[src/hdl/taxt_pkg.sv]
// shared constants, state encoding and decode helpers for the table, test and xor unit
package taxt_pkg;

  // ----------------------------------------------------------------
  // widths and reset values
  // ----------------------------------------------------------------
  localparam int PTR_W = 21;
  localparam int HOLD_N = 8;
  localparam logic [20:0] PTR_RST = 21'h000000;
  localparam logic [7:0] BYTE_RST = 8'h00;
  localparam logic [7:0] HOLD_RST = 8'hff;
  localparam logic [3:0] BANK_RST = 4'h0;
  localparam logic [1:0] PHASE_Q1 = 2'h0;
  localparam logic [1:0] PHASE_Q2 = 2'h1;
  localparam logic [1:0] PHASE_Q4 = 2'h3;

  // ----------------------------------------------------------------
  // register offsets (byte addresses) and status fields
  // ----------------------------------------------------------------
  localparam logic [7:0] OFS_PTR = 8'h00;
  localparam logic [7:0] OFS_LATCH = 8'h04;
  localparam logic [7:0] OFS_ACC = 8'h08;
  localparam logic [7:0] OFS_BANK = 8'h0c;
  localparam logic [7:0] OFS_STATUS = 8'h10;
  localparam logic [7:0] OFS_HOLD = 8'h20;
  localparam logic [7:0] HOLD_MASK = 8'he3;
  localparam int ST_NEG_BIT = 0;
  localparam int ST_ZERO_BIT = 1;
  localparam int ST_BUSY_BIT = 2;

  // ----------------------------------------------------------------
  // access bank split and pointer update modes
  // ----------------------------------------------------------------
  localparam logic [7:0] ACC_SPLIT = 8'h80;
  localparam logic [3:0] ACC_LO_BANK = 4'h0;
  localparam logic [3:0] ACC_HI_BANK = 4'hf;
  localparam logic [1:0] MODE_KEEP = 2'h0;
  localparam logic [1:0] MODE_POST_INC = 2'h1;
  localparam logic [1:0] MODE_POST_DEC = 2'h2;
  localparam logic [1:0] MODE_PRE_INC = 2'h3;

  // ----------------------------------------------------------------
  // sequencer states
  // ----------------------------------------------------------------
  typedef enum logic [3:0] {
    ST_IDLE = 4'b0001,
    ST_EXEC = 4'b0010,
    ST_TBL2 = 4'b0100,
    ST_SKIP = 4'b1000
  } taxt_state_t;

  // ----------------------------------------------------------------
  // opcode decode
  // ----------------------------------------------------------------
  function automatic logic is_table_read_op(input logic [15:0] i);
    return i[15:2] == 14'h0002;
  endfunction : is_table_read_op

  function automatic logic is_table_write_op(input logic [15:0] i);
    return i[15:2] == 14'h0003;
  endfunction : is_table_write_op

  function automatic logic is_tst(input logic [15:0] i);
    return i[15:9] == 7'h33;
  endfunction : is_tst

  function automatic logic is_xor_literal(input logic [15:0] i);
    return i[15:8] == 8'h0a;
  endfunction : is_xor_literal

  function automatic logic is_xor_file(input logic [15:0] i);
    return i[15:10] == 6'h06;
  endfunction : is_xor_file

  // ----------------------------------------------------------------
  // address and pointer arithmetic
  // ----------------------------------------------------------------
  function automatic logic [11:0] file_addr(input logic a, input logic [7:0] f,
                                            input logic [3:0] bank);
    if (a) begin
      return {bank, f};
    end
    return (f < ACC_SPLIT) ? {ACC_LO_BANK, f} : {ACC_HI_BANK, f};
  endfunction : file_addr

  function automatic logic [20:0] ptr_pre(input logic [20:0] p, input logic [1:0] m);
    return (m == MODE_PRE_INC) ? 21'(p + 21'h000001) : p;
  endfunction : ptr_pre

  function automatic logic [20:0] ptr_post(input logic [20:0] p, input logic [1:0] m);
    case (m)
      MODE_POST_INC: return 21'(p + 21'h000001);
      MODE_POST_DEC: return 21'(p - 21'h000001);
      default: return p;
    endcase
  endfunction : ptr_post

  function automatic logic [7:0] byte_sel(input logic hi, input logic [15:0] w);
    return hi ? w[15:8] : w[7:0];
  endfunction : byte_sel

endpackage : taxt_pkg

[src/hdl/taxt_hold_if.sv]
// carrier between the sequencer and the write holding buffer
`timescale 1ns/10ps
interface taxt_hold_if;
  logic we;
  logic [2:0] widx;
  logic [7:0] wdata;
  logic [2:0] ridx;
  logic [7:0] rdata;

  modport seq (output we, output widx, output wdata, output ridx, input rdata);
  modport buffer (input we, input widx, input wdata, input ridx, output rdata);
endinterface : taxt_hold_if

[src/hdl/taxt_hold_buf.sv]
// eight byte holding buffer that stages data for later programming
`timescale 1ns/10ps
module taxt_hold_buf (
  // clock, reset and enable
  input wire logic clk,
  input wire logic rst_n,
  input wire logic ce,
  // sequencer side
  taxt_hold_if.buffer hb
);

  typedef struct packed {
    logic [7:0][7:0] bytes;
  } taxt_hold_st_t;

  taxt_hold_st_t s_q;
  taxt_hold_st_t s_d;

  // ----------------------------------------------------------------
  // write port
  // ----------------------------------------------------------------
  // one byte per write, selected by the low pointer bits
  always_comb begin
    s_d = s_q;
    if (hb.we) begin
      s_d.bytes[hb.widx] = hb.wdata;
    end
  end

  always_ff @(posedge clk or negedge rst_n) begin
    if (!rst_n) begin
      s_q <= {8{taxt_pkg::HOLD_RST}};
    end else if (ce) begin
      s_q <= s_d;
    end
  end

  // read port is a plain mux so software can inspect staged data
  assign hb.rdata = s_q.bytes[hb.ridx];
endmodule : taxt_hold_buf

[src/hdl/taxt_core.sv]
// table access, test-and-skip and xor execution unit with apb register access
//
// Design decisions made here: register access over APB and the register addresses.
`timescale 1ns/10ps
// What this block does
// - the table pointer is 21 bits wide and addresses single bytes over 2 Mbyte.
// - pointer bit 0 picks the low byte of a program word when 0 and the high byte when 1.
// - a table read, opcode 0000 0000 0000 10 plus two mode bits, copies the byte to the latch.
// - the mode field keeps, post-increments, post-decrements or pre-increments the pointer.
// - a table read takes two cycles, reads memory in Q2 and writes the latch in Q4 of cycle 2.
// - a table write copies the latch into the holding byte picked by the low three pointer bits.
// - table writes only fill the holding bytes and never touch program memory directly.
// - a table write uses opcode low nibble 11 plus the same four pointer update modes.
// - test-and-skip reads the file register and, if it is zero, turns the next fetch into a nop.
// - test-and-skip takes one cycle, two on a skip, three over a two-word op, flags untouched.
// - test-and-skip is encoded 0110 011a followed by the 8-bit file address.
// - access bit 0 uses the access bank and ignores the bank register, 1 uses the bank register.
// - xor with literal updates the accumulator in one cycle and sets only negative and zero.
// - xor with file sets negative and zero and stores to the accumulator (d=0) or the file (d=1).
module taxt_core (
  // clock, reset and enable
  input wire logic REF_CLK,
  input wire logic RSTN,
  input wire logic CE,
  // instruction issue
  input wire logic [15:0] INSTR,
  input wire logic INSTR_VALID,
  input wire logic NEXT_TWO_WORD,
  output logic BUSY,
  output logic SKIP_DISCARD,
  // program memory read port
  output logic [19:0] PM_ADDR,
  output logic PM_RD,
  input wire logic [15:0] PM_RDATA,
  // file register port
  output logic [11:0] FILE_ADDR,
  input wire logic [7:0] FILE_RDATA,
  output logic FILE_WE,
  output logic [7:0] FILE_WDATA,
  output logic [7:0] ACC,
  // apb slave
  input wire logic PSEL,
  input wire logic PENABLE,
  input wire logic PWRITE,
  input wire logic [7:0] PADDR,
  input wire logic [31:0] PWDATA,
  output logic [31:0] PRDATA,
  output logic PREADY,
  output logic PSLVERR
);

  typedef struct packed {
    taxt_pkg::taxt_state_t state;
    logic [1:0] phase;
    logic [15:0] instr;
    logic [20:0] ptr;
    logic [7:0] latch;
    logic [7:0] acc;
    logic [3:0] bank;
    logic neg;
    logic zero;
    logic [7:0] data;
    logic [15:0] word;
    logic [1:0] skip_cnt;
    logic two_word;
    logic busy;
    logic discard;
    logic [19:0] pm_addr;
    logic pm_rd;
    logic [11:0] file_addr;
    logic file_we;
    logic [7:0] file_wdata;
    logic hold_we;
    logic [2:0] hold_idx;
    logic [7:0] hold_data;
    logic pready;
    logic pslverr;
    logic [31:0] prdata;
  } taxt_core_st_t;

  taxt_core_st_t s_q;
  taxt_core_st_t s_d;
  taxt_hold_if hb ();

  logic accept;
  logic apb_wr;
  logic [7:0] res;

  // ----------------------------------------------------------------
  // holding buffer
  // ----------------------------------------------------------------
  taxt_hold_buf u_hold (
    .clk(REF_CLK),
    .rst_n(RSTN),
    .ce(CE),
    .hb(hb)
  );

  // staged bytes go only to the buffer; no program memory write path exists
  assign hb.we = s_q.hold_we;
  assign hb.widx = s_q.hold_idx;
  assign hb.wdata = s_q.hold_data;
  assign hb.ridx = PADDR[4:2];

  assign accept = (s_q.state == taxt_pkg::ST_IDLE) && INSTR_VALID;
  assign apb_wr = PSEL && PENABLE && PWRITE && s_q.pready;

  // ----------------------------------------------------------------
  // next state
  // ----------------------------------------------------------------
  // apb is handled first so a core update in the same cycle wins
  always_comb begin
    s_d = s_q;
    res = 8'h00;
    s_d.pm_rd = 1'b0;
    s_d.file_we = 1'b0;
    s_d.hold_we = 1'b0;
    s_d.pready = 1'b0;
    s_d.pslverr = 1'b0;
    // one wait state: answer is registered in the first access cycle
    if (PSEL && PENABLE && !s_q.pready) begin
      s_d.pready = 1'b1;
      s_d.prdata = 32'h00000000;
      case (PADDR)
        taxt_pkg::OFS_PTR: s_d.prdata = {11'h000, s_q.ptr};
        taxt_pkg::OFS_LATCH: s_d.prdata = {24'h000000, s_q.latch};
        taxt_pkg::OFS_ACC: s_d.prdata = {24'h000000, s_q.acc};
        taxt_pkg::OFS_BANK: s_d.prdata = {28'h0000000, s_q.bank};
        taxt_pkg::OFS_STATUS: s_d.prdata = {29'h00000000, s_q.busy, s_q.zero, s_q.neg};
        default: begin
          if ((PADDR & taxt_pkg::HOLD_MASK) == taxt_pkg::OFS_HOLD) begin
            if (!PWRITE) begin
              s_d.prdata = {24'h000000, hb.rdata};
            end else begin
              s_d.pslverr = 1'b1; // holding bytes are read only
            end
          end else begin
            s_d.pslverr = 1'b1;
          end
        end
      endcase
    end
    // writes take effect on the completing edge only
    if (apb_wr) begin
      case (PADDR)
        taxt_pkg::OFS_PTR: s_d.ptr = PWDATA[20:0];
        taxt_pkg::OFS_LATCH: s_d.latch = PWDATA[7:0];
        taxt_pkg::OFS_ACC: s_d.acc = PWDATA[7:0];
        taxt_pkg::OFS_BANK: s_d.bank = PWDATA[3:0];
        taxt_pkg::OFS_STATUS: begin
          s_d.neg = PWDATA[taxt_pkg::ST_NEG_BIT];
          s_d.zero = PWDATA[taxt_pkg::ST_ZERO_BIT];
        end
        default: s_d.ptr = s_d.ptr;
      endcase
    end
    // phase counter runs Q1..Q4 while an instruction is in flight
    if (s_q.state != taxt_pkg::ST_IDLE) begin
      s_d.phase = 2'(s_q.phase + 2'h1);
    end
    case (s_q.state)
      taxt_pkg::ST_IDLE: begin
        if (accept) begin
          s_d.instr = INSTR;
          s_d.state = taxt_pkg::ST_EXEC;
          s_d.phase = taxt_pkg::PHASE_Q1;
          s_d.busy = 1'b1;
          s_d.two_word = NEXT_TWO_WORD;
          s_d.file_addr = taxt_pkg::file_addr(INSTR[8], INSTR[7:0], s_q.bank);
        end
      end
      taxt_pkg::ST_EXEC: begin
        if (s_q.phase == taxt_pkg::PHASE_Q2) begin
          s_d.data = FILE_RDATA;
        end
        if (s_q.phase == taxt_pkg::PHASE_Q4) begin
          s_d.state = taxt_pkg::ST_IDLE;
          s_d.busy = 1'b0;
          if (taxt_pkg::is_xor_literal(s_q.instr)) begin
            res = s_q.acc ^ s_q.instr[7:0];
            s_d.acc = res;
            s_d.neg = res[7];
            s_d.zero = (res == 8'h00);
          end else if (taxt_pkg::is_xor_file(s_q.instr)) begin
            res = s_q.acc ^ s_q.data;
            s_d.neg = res[7];
            s_d.zero = (res == 8'h00);
            if (s_q.instr[9]) begin
              s_d.file_we = 1'b1;
              s_d.file_wdata = res;
            end else begin
              s_d.acc = res;
            end
          end else if (taxt_pkg::is_tst(s_q.instr)) begin
            // flags are deliberately left alone here
            if (s_q.data == 8'h00) begin
              s_d.state = taxt_pkg::ST_SKIP;
              s_d.busy = 1'b1;
              s_d.discard = 1'b1;
              s_d.skip_cnt = s_q.two_word ? 2'h2 : 2'h1;
            end
          end else if (taxt_pkg::is_table_read_op(s_q.instr)
                       || taxt_pkg::is_table_write_op(s_q.instr)) begin
            // pre-increment lands before cycle 2 so read and holding index see it
            s_d.ptr = taxt_pkg::ptr_pre(s_q.ptr, s_q.instr[1:0]);
            s_d.state = taxt_pkg::ST_TBL2;
            s_d.busy = 1'b1;
          end
        end
      end
      taxt_pkg::ST_TBL2: begin
        if (s_q.phase == taxt_pkg::PHASE_Q1 && taxt_pkg::is_table_read_op(s_q.instr)) begin
          s_d.pm_rd = 1'b1;
          s_d.pm_addr = s_q.ptr[20:1];
        end
        if (s_q.pm_rd) begin
          s_d.word = PM_RDATA;
        end
        if (s_q.phase == taxt_pkg::PHASE_Q4) begin
          if (taxt_pkg::is_table_read_op(s_q.instr)) begin
            s_d.latch = taxt_pkg::byte_sel(s_q.ptr[0], s_q.word);
          end else begin
            s_d.hold_we = 1'b1;
            s_d.hold_idx = s_q.ptr[2:0];
            s_d.hold_data = s_q.latch;
          end
          s_d.ptr = taxt_pkg::ptr_post(s_q.ptr, s_q.instr[1:0]);
          s_d.state = taxt_pkg::ST_IDLE;
          s_d.busy = 1'b0;
        end
      end
      taxt_pkg::ST_SKIP: begin
        // one nop cycle per discarded word
        if (s_q.phase == taxt_pkg::PHASE_Q4) begin
          s_d.skip_cnt = 2'(s_q.skip_cnt - 2'h1);
          if (s_q.skip_cnt == 2'h1) begin
            s_d.state = taxt_pkg::ST_IDLE;
            s_d.busy = 1'b0;
            s_d.discard = 1'b0;
          end
        end
      end
      default: begin
        s_d.state = taxt_pkg::ST_IDLE;
        s_d.busy = 1'b0;
      end
    endcase
  end

  // ----------------------------------------------------------------
  // state register
  // ----------------------------------------------------------------
  // the enable freezes everything, bus handshake included
  always_ff @(posedge REF_CLK or negedge RSTN) begin
    if (!RSTN) begin
      s_q <= '0;
      s_q.state <= taxt_pkg::ST_IDLE;
      s_q.ptr <= taxt_pkg::PTR_RST;
      s_q.latch <= taxt_pkg::BYTE_RST;
      s_q.acc <= taxt_pkg::BYTE_RST;
      s_q.bank <= taxt_pkg::BANK_RST;
    end else if (CE) begin
      s_q <= s_d;
    end
  end

  // outputs are taken straight from the state register
  assign BUSY = s_q.busy;
  assign SKIP_DISCARD = s_q.discard;
  assign PM_ADDR = s_q.pm_addr;
  assign PM_RD = s_q.pm_rd;
  assign FILE_ADDR = s_q.file_addr;
  assign FILE_WE = s_q.file_we;
  assign FILE_WDATA = s_q.file_wdata;
  assign ACC = s_q.acc;
  assign PRDATA = s_q.prdata;
  assign PREADY = s_q.pready;
  assign PSLVERR = s_q.pslverr;
endmodule : taxt_core

[config.mk]
export PLATFORM = sky130hd
export DESIGN_NAME = taxt_core
export DESIGN_NICKNAME = d
export VERILOG_FILES = /design/src/hdl/taxt_pkg.sv /design/src/hdl/taxt_hold_if.sv /design/src/hdl/taxt_hold_buf.sv /design/src/hdl/taxt_core.sv
export SDC_FILE = /design/constraint.sdc
export NUM_CORES = 1
export LEC_CHECK = 0
export ABC_CLOCK_PERIOD_IN_PS = 3500
export BUFFER_PORTS_ARGS = -buffer_cell sky130_fd_sc_hd__buf_4
export CAP_MARGIN = 5
export CORE_ASPECT_RATIO = 1.4
export CORE_UTILIZATION = 55
export CTS_BUF_LIST = sky130_fd_sc_hd__clkbuf_16
export DETAILED_ROUTE_END_ITERATION = 10
export PLACE_DENSITY_LB_ADDON = 0.25
export SYNTH_ARGS = -nofsm -noshare
export SYNTH_HDL_FRONTEND = slang
export SYNTH_SLANG_ARGS = --single-unit
export TNS_END_PERCENT = 30
[constraint.sdc]
create_clock -name REF_CLK -period 3.5 [get_ports REF_CLK]
set_input_delay 0.7 -clock REF_CLK [delete_from_list [all_inputs] [get_ports REF_CLK]]
set_output_delay 0.7 -clock REF_CLK [all_outputs]
set_load 0.01 [all_outputs]
# ---- After elaboration in Yosys (flattened, before gate mapping)
# Cells that the tools add are included.
dict set report word_totals {
  output_inout_bits 86
  reg_bits 246
  elab_cells 197
  inputBits 88
}
dict set report op_classes {
  reduce_logical 29
  addsub 4
  order_cmp 4
  bitwise 4
  mux 90
  eq_ne 32
}
# operator n
set op_table {}
lappend op_table {{32-bit case mux with 5 select lines} 1}
lappend op_table {{21-bit two-way mux} 7}
lappend op_table {{8-bit two-way mux} 14}
lappend op_table {{21-bit case mux with 2 select lines} 2}
lappend op_table {{12-bit two-way mux} 6}
lappend op_table {{64-bit bitwise mux} 1}
lappend op_table {{9-bit two-way mux} 5}
lappend op_table {{43-bit two-way mux} 1}
lappend op_table {{2-bit two-way mux} 18}
lappend op_table {{4-bit two-way mux} 9}
lappend op_table {{34-bit two-way mux} 1}
lappend op_table {{8-bit zero test} 4}
lappend op_table {{32-bit two-way mux} 1}
lappend op_table {{29-bit two-way mux} 1}
lappend op_table {{14-bit by 2-bit equality test with 1-bit output (second input constant)} 2}
lappend op_table {{8-bit binary-select mux with 3-bit select} 1}
lappend op_table {{8-bit demux with 3-bit select} 1}
lappend op_table {{8-bit by 4-bit equality test with 1-bit output (second input constant)} 3}
lappend op_table {{22-bit two-way mux} 1}
lappend op_table {{21-bit by 1-bit adder with 21-bit output (second input constant)} 1}
lappend op_table {{21-bit by 1-bit subtractor with 21-bit output (second input constant)} 1}
lappend op_table {{18-bit two-way mux} 1}
lappend op_table {{2-bit inequality test (second input constant)} 9}
lappend op_table {{3-bit AND reduction} 6}
lappend op_table {{other kinds (39)} 66}

# ---- Longest topological paths before layout
dict set report depth {
  depth_word 10
  ltp_mapped 10
  ltp_nobuf 8
}

# ---- Modules after synthesis
# Synthesis repeated with hierarchy kept, for this count alone.
dict set report unflattened {
  hier_cells 1150
  hier_area_um2 12608.3
}
# mod seq_area_each_um2 cells_per_inst area_each_um2 instances
set modules_own_cells {}
lappend modules_own_cells {taxt_core 4080.2 978 9549.2 1}
lappend modules_own_cells {taxt_hold_buf 1681.6 172 3059.2 1}

# ---- Worst setup path after synthesis
# No wires, ideal clock.
dict set report synth_path {
  path_type {register to register}
  start {reg s_q[139] (netlist name)}
  end {reg s_q[159] (netlist name)}
  t_arrival_ps 2333
  setup_time_ps 121
  period_less_slack_ps 2454
  stages_incl_launch_ff 10
  path_buffers 2
  setup_slack_ps 1046
  required_ps 3379
  cell_sequence {dfrtp_1 buf_2 buf_1 inv_1 ha_1 or4b_4 nor3_4 a31oi_1 a311o_1 a22o_1}
}
dict set report synth_via {
  elab_chain_cells 8
  word_cells_on_any_way 11
  classes_between {add/sub: 2; mux: 9}
}
# element line_no
set synth_lines {}
lappend synth_lines {{start, declared} taxt_core.sv:81} ;# taxt_core_st_t s_q;
lappend synth_lines {{21-bit by 1-bit adder with 21-bit output} {taxt_pkg.sv:87, taxt_pkg.sv:92}}
lappend synth_lines {{21-bit two-way mux} taxt_pkg.sv:87} ;# return (m == MODE_PRE_INC) ? 21'(p + 21'h000001) : p;
lappend synth_lines {{21-bit two-way mux} taxt_core.sv:202} ;# end else if (taxt_pkg::is_table_read_op(s_q.instr)
lappend synth_lines {{21-bit two-way mux} taxt_core.sv:194} ;# end else if (taxt_pkg::is_tst(s_q.instr)) begin
lappend synth_lines {{21-bit two-way mux} taxt_core.sv:184} ;# end else if (taxt_pkg::is_xor_file(s_q.instr)) begin
lappend synth_lines {{21-bit two-way mux} taxt_core.sv:179} ;# if (taxt_pkg::is_xor_literal(s_q.instr)) begin
lappend synth_lines {{21-bit two-way mux} taxt_core.sv:176} ;# if (s_q.phase == taxt_pkg::PHASE_Q4) begin
lappend synth_lines {{21-bit case mux with 2 select lines *} taxt_core.sv:161} ;# case (s_q.state)
# Mark *: on every way between the ends. The rest lies on a longest branch, timed or not. The select of a mux whose other input is x is not followed.
# A chain may end at the register's enable or synchronous reset.

# ---- Worst setup path after layout
# Same ends and word-level chain as after synthesis.

==> impl_results.md <==
* Seq/Total Area, Yosys at 0.459
* Final Hold Fails at 0
* Async SR Flop Fraction at 1.00
* Maximum vdd ir drop at 0.000413 V
* Max Freq at 370 MHz
* Synthesized area at 12600 um2
* DRT Pass-1 Iters at 5
* Final Setup Violations at 0
* Slowest CP cell: dfrtp_1
* RSZ-0062 raised after global routing: false
* DIE WIDTH at 130 um
* Most common cell after layout, fill and taps aside: buf_4
* Slew Limit Fails at 0
* Most frequent cells in the layout: 179 x buf_4, 162 x dfrtp_1, 148 x mux2_2
* I/O Pins at 174
* Max Cap Viol at 0
* Worst flop-to-flop path startpoint: s_q[139]$_DFFE_PN0P_
* Final worst-path cycle share at 0.772
* Max incr delay on CP at 0.53 ns
* Critical path type: reg2reg
* Min-delay worst type: in2async
* Period minus WS final at 2.70 ns
* Initial Util at 0.560
* Residual DRC at 0
* First-pass GRT wire length at 51.1 mm
* Routing usage on met1 at 0.344
* Status: complete, no violations
* Relative slew slack at 0.384
* Vias at 9401
* Post-Synthesis Cells at 1139
* H-tree levels at 1
* Dpl hpwl at 23.3 mm
* Clk_lat worst skew at 0.54 ns
* Worst Skew at 0.0275 ns
* Area grow syn2layout at 12.8%
* Core Util, Final at 0.631
* Gr usage total at 0.283
* Port bufs at 151
* Sink Count at 227
* Worst EP arrival at 3.13 ns
* DRT iter0 DRCs at 802
* Largest net degree at the start of global routing at 88
* Post-synth EDFFs at 0
* Vias per cell at 6.18
* Worst path cell trace: buf_4 > inv_1 > ha_1 > or4b_4 > nor3_4 > a31oi_1 > a311o_1 > a22o_1
* N_diodes at 0
* Worst-path clk slew at 0.07 ns
* Clock root buffer master: clkbuf_16
* CTS Buffer Depth at 3
* Post-CTS Setup Repair Bufs at 0
* Total grt overflow at 0
* Sum of negative setup slack at 0 ns
* Leak at 6.32 nW
* Setup WS post-layout at 0.798 ns
* Worst-path fanout max at 11
* Wirelength per Cell at 21.5 um
* Min Hold Slack at 0.142 ns
* WP data required at 3.93 ns
* Yosys synthesis warning count at 0
* Post-cts resize count at 0
* Grt peak-use layer: met2
* Power per cell area at 515 nW/um2
* Most used DFF post-synth: dfrtp_1
* CP startpoint: s_q[139]$_DFFE_PN0P_
* Met3 Resource Use GR at 0.0364
* Flops & latches, synth at 227
* Sequential cell area at 5760 um2
* DIE HEIGHT at 181 um
* Placed cell area at 13400 um2
* Vias in the first global route at 9268
* Dpl ws at 0.707 ns
* Final Wtd Congestion at 0.958
* Inserted Clock Buffers at 24
* Worst Max-Slew Pin Slew at 0.917 ns
* Cell Rows at 65
* Average cell area after synthesis at 11.0 um2
* Unique cell type count in the Yosys netlist at 82
* Filler cell count at 1868
* Worst setup EP type: register
* Grt met2 use at 0.491
* Hold-fix buffers, CTS at 0
* Initial antenna violation count at 0
* CTS tree: done
* Core area at 22400 um2
* Post-Route WL at 32.8 mm
* Antenna-violating nets left at 0
* Share of post-route cells with drive strength above 1 at 0.386
* Multi-input logic area at 5820 um2
* Final net count at 1297
* Setup crit start kind: register
* Total die area at 23500 um2
* Layout Cell Area excl Fill at 14200 um2
power breakdown:
part / switching [mW] / leakage, nW / internal, mW
logic: 0.789 / 3.15 / 0.705
clock network: 1.08 / 0.362 / 1.33
registers: 0.500 / 2.81 / 2.90
total: 2.37 / 6.32 / 4.93
worst max-delay path, delay by kind of cell, from the launching register on:
| kind | cells | cell delay (ns) |
|---|---|---|
| AO/OA/AOI/OAI | 3 | 0.72 |
| adder cells (fa/ha/maj) | 1 | 0.17 |
| buffers and inverters | 2 | 0.33 |
| AND/OR/NAND/NOR | 2 | 0.84 |
| flip-flops | 1 | 0.53 |
cell families (layout without fill, tap and decap cells):
kind of cell / count (synthesis) / in the layout / share of synthesized area
AOI/OAI and AO/OA: 242 / 242 / 0.127
xor gates and xnor gates: 25 / 25 / 0.0174
muxes: 192 / 192 / 0.185
DFF: 227 / 227 / 0.459
adders and majority gates: 8 / 8 / 0.00797
and+or+nand+nor: 269 / 269 / 0.123
buffers and inverters: 175 / 245 / 0.0815
other: 1 / 11 / 0.000298
synth_stat cells (4+ instances only):
| cell type | instances | share of area |
|---|---|---|
| and4_1 | 7 | 0.0049 |
| a221oi_1 | 4 | 0.0028 |
| xnor2_1 | 15 | 0.010 |
| xor2_1 | 10 | 0.0070 |
| nor3b_1 | 4 | 0.0024 |
| nand3_1 | 21 | 0.0084 |
| nor4_1 | 17 | 0.0085 |
| buf_4 | 83 | 0.050 |
| nand4_1 | 19 | 0.0095 |
| inv_1 | 19 | 0.0057 |
| o2bb2ai_1 | 9 | 0.0063 |
| nand2_1 | 63 | 0.019 |
| dfstp_2 | 65 | 0.14 |
| mux2i_1 | 27 | 0.022 |
| clkbuf_1 | 40 | 0.012 |
| a31oi_1 | 7 | 0.0035 |
| a211oi_1 | 4 | 0.0024 |
| dfrtp_1 | 162 | 0.32 |
| mux2_2 | 148 | 0.13 |
| a21oi_1 | 69 | 0.027 |
| o221ai_1 | 5 | 0.0035 |
| a22o_1 | 14 | 0.0098 |
| o21a_1 | 6 | 0.0036 |
| and4b_1 | 4 | 0.0032 |
| nor2b_1 | 4 | 0.0020 |
| and3_1 | 8 | 0.0040 |
| o31ai_1 | 4 | 0.0024 |
| o22ai_1 | 20 | 0.010 |
| o21ai_0 | 45 | 0.018 |
| a21o_1 | 8 | 0.0048 |
| a22oi_1 | 6 | 0.0036 |
| nor2_1 | 64 | 0.019 |
| mux4_2 | 17 | 0.030 |
| buf_2 | 25 | 0.010 |
| and2_1 | 5 | 0.0025 |
| a221o_1 | 4 | 0.0032 |
| or3_1 | 6 | 0.0030 |
| o211ai_1 | 11 | 0.0066 |
| buf_1 | 4 | 0.0012 |
| ha_1 | 8 | 0.0080 |
| o21ai_1 | 4 | 0.0016 |
| nor3_1 | 15 | 0.0060 |
flip-flops by register name, indices dropped and copies added (netlist names):
signal        count
ACC               8
FILE_WE           1
SKIP_DISCARD      1
PSLVERR           1
hb.wdata          8
u_hold.s_q       64
PREADY            1
PM_RD             1
hb.we             1
BUSY              1
FILE_WDATA        8
PM_ADDR          20
s_q              84
hb.widx           3
PRDATA           21
FILE_ADDR         4
per-layer routing:
metal  wire length (um)  share of wire
met5                  0              0
met1              12400           0.38
met3               1990          0.061
met2              16900           0.52
met4               1450          0.044
stage by stage:
step | cells | power [mW]
floorplan | 1149 | 4.39
global placement | 1476 | 4.89
detailed placement | 1476 | 4.92
CTS | 1520 | 7.33
global route | 1520 | 7.62
finish | 1520 | 7.30
area by class of cell:
type                    count  area share
flip-flops and latches    227       0.407
well taps                 301      0.0266
clock buffers              24      0.0424
multi-input cells         747       0.411
clock inverters            20     0.00980
inverters                  19     0.00503
repair buffers            182      0.0987
final timing paths:
check | endpoint | slack (ns) | cells after the start
max in group asynchronous | u_hold.s_q[63]$_DFFE_PN1P_ | 2.45 | 2
worst min-delay path | s_q[162]$_DFFE_PN0P_ | 0.14 | 1
min in group REF_CLK | s_q[93]$_DFFE_PN0P_ | 0.39 | 2
worst max-delay path | s_q[159]$_DFFE_PN0P_ | 0.80 | 8
worst max register to register | s_q[159]$_DFFE_PN0P_ | 0.80 | 8
worst min register to register | s_q[92]$_DFFE_PN0P_ | 0.48 | 2
Note: power is estimated with default switching activity, not from simulation.
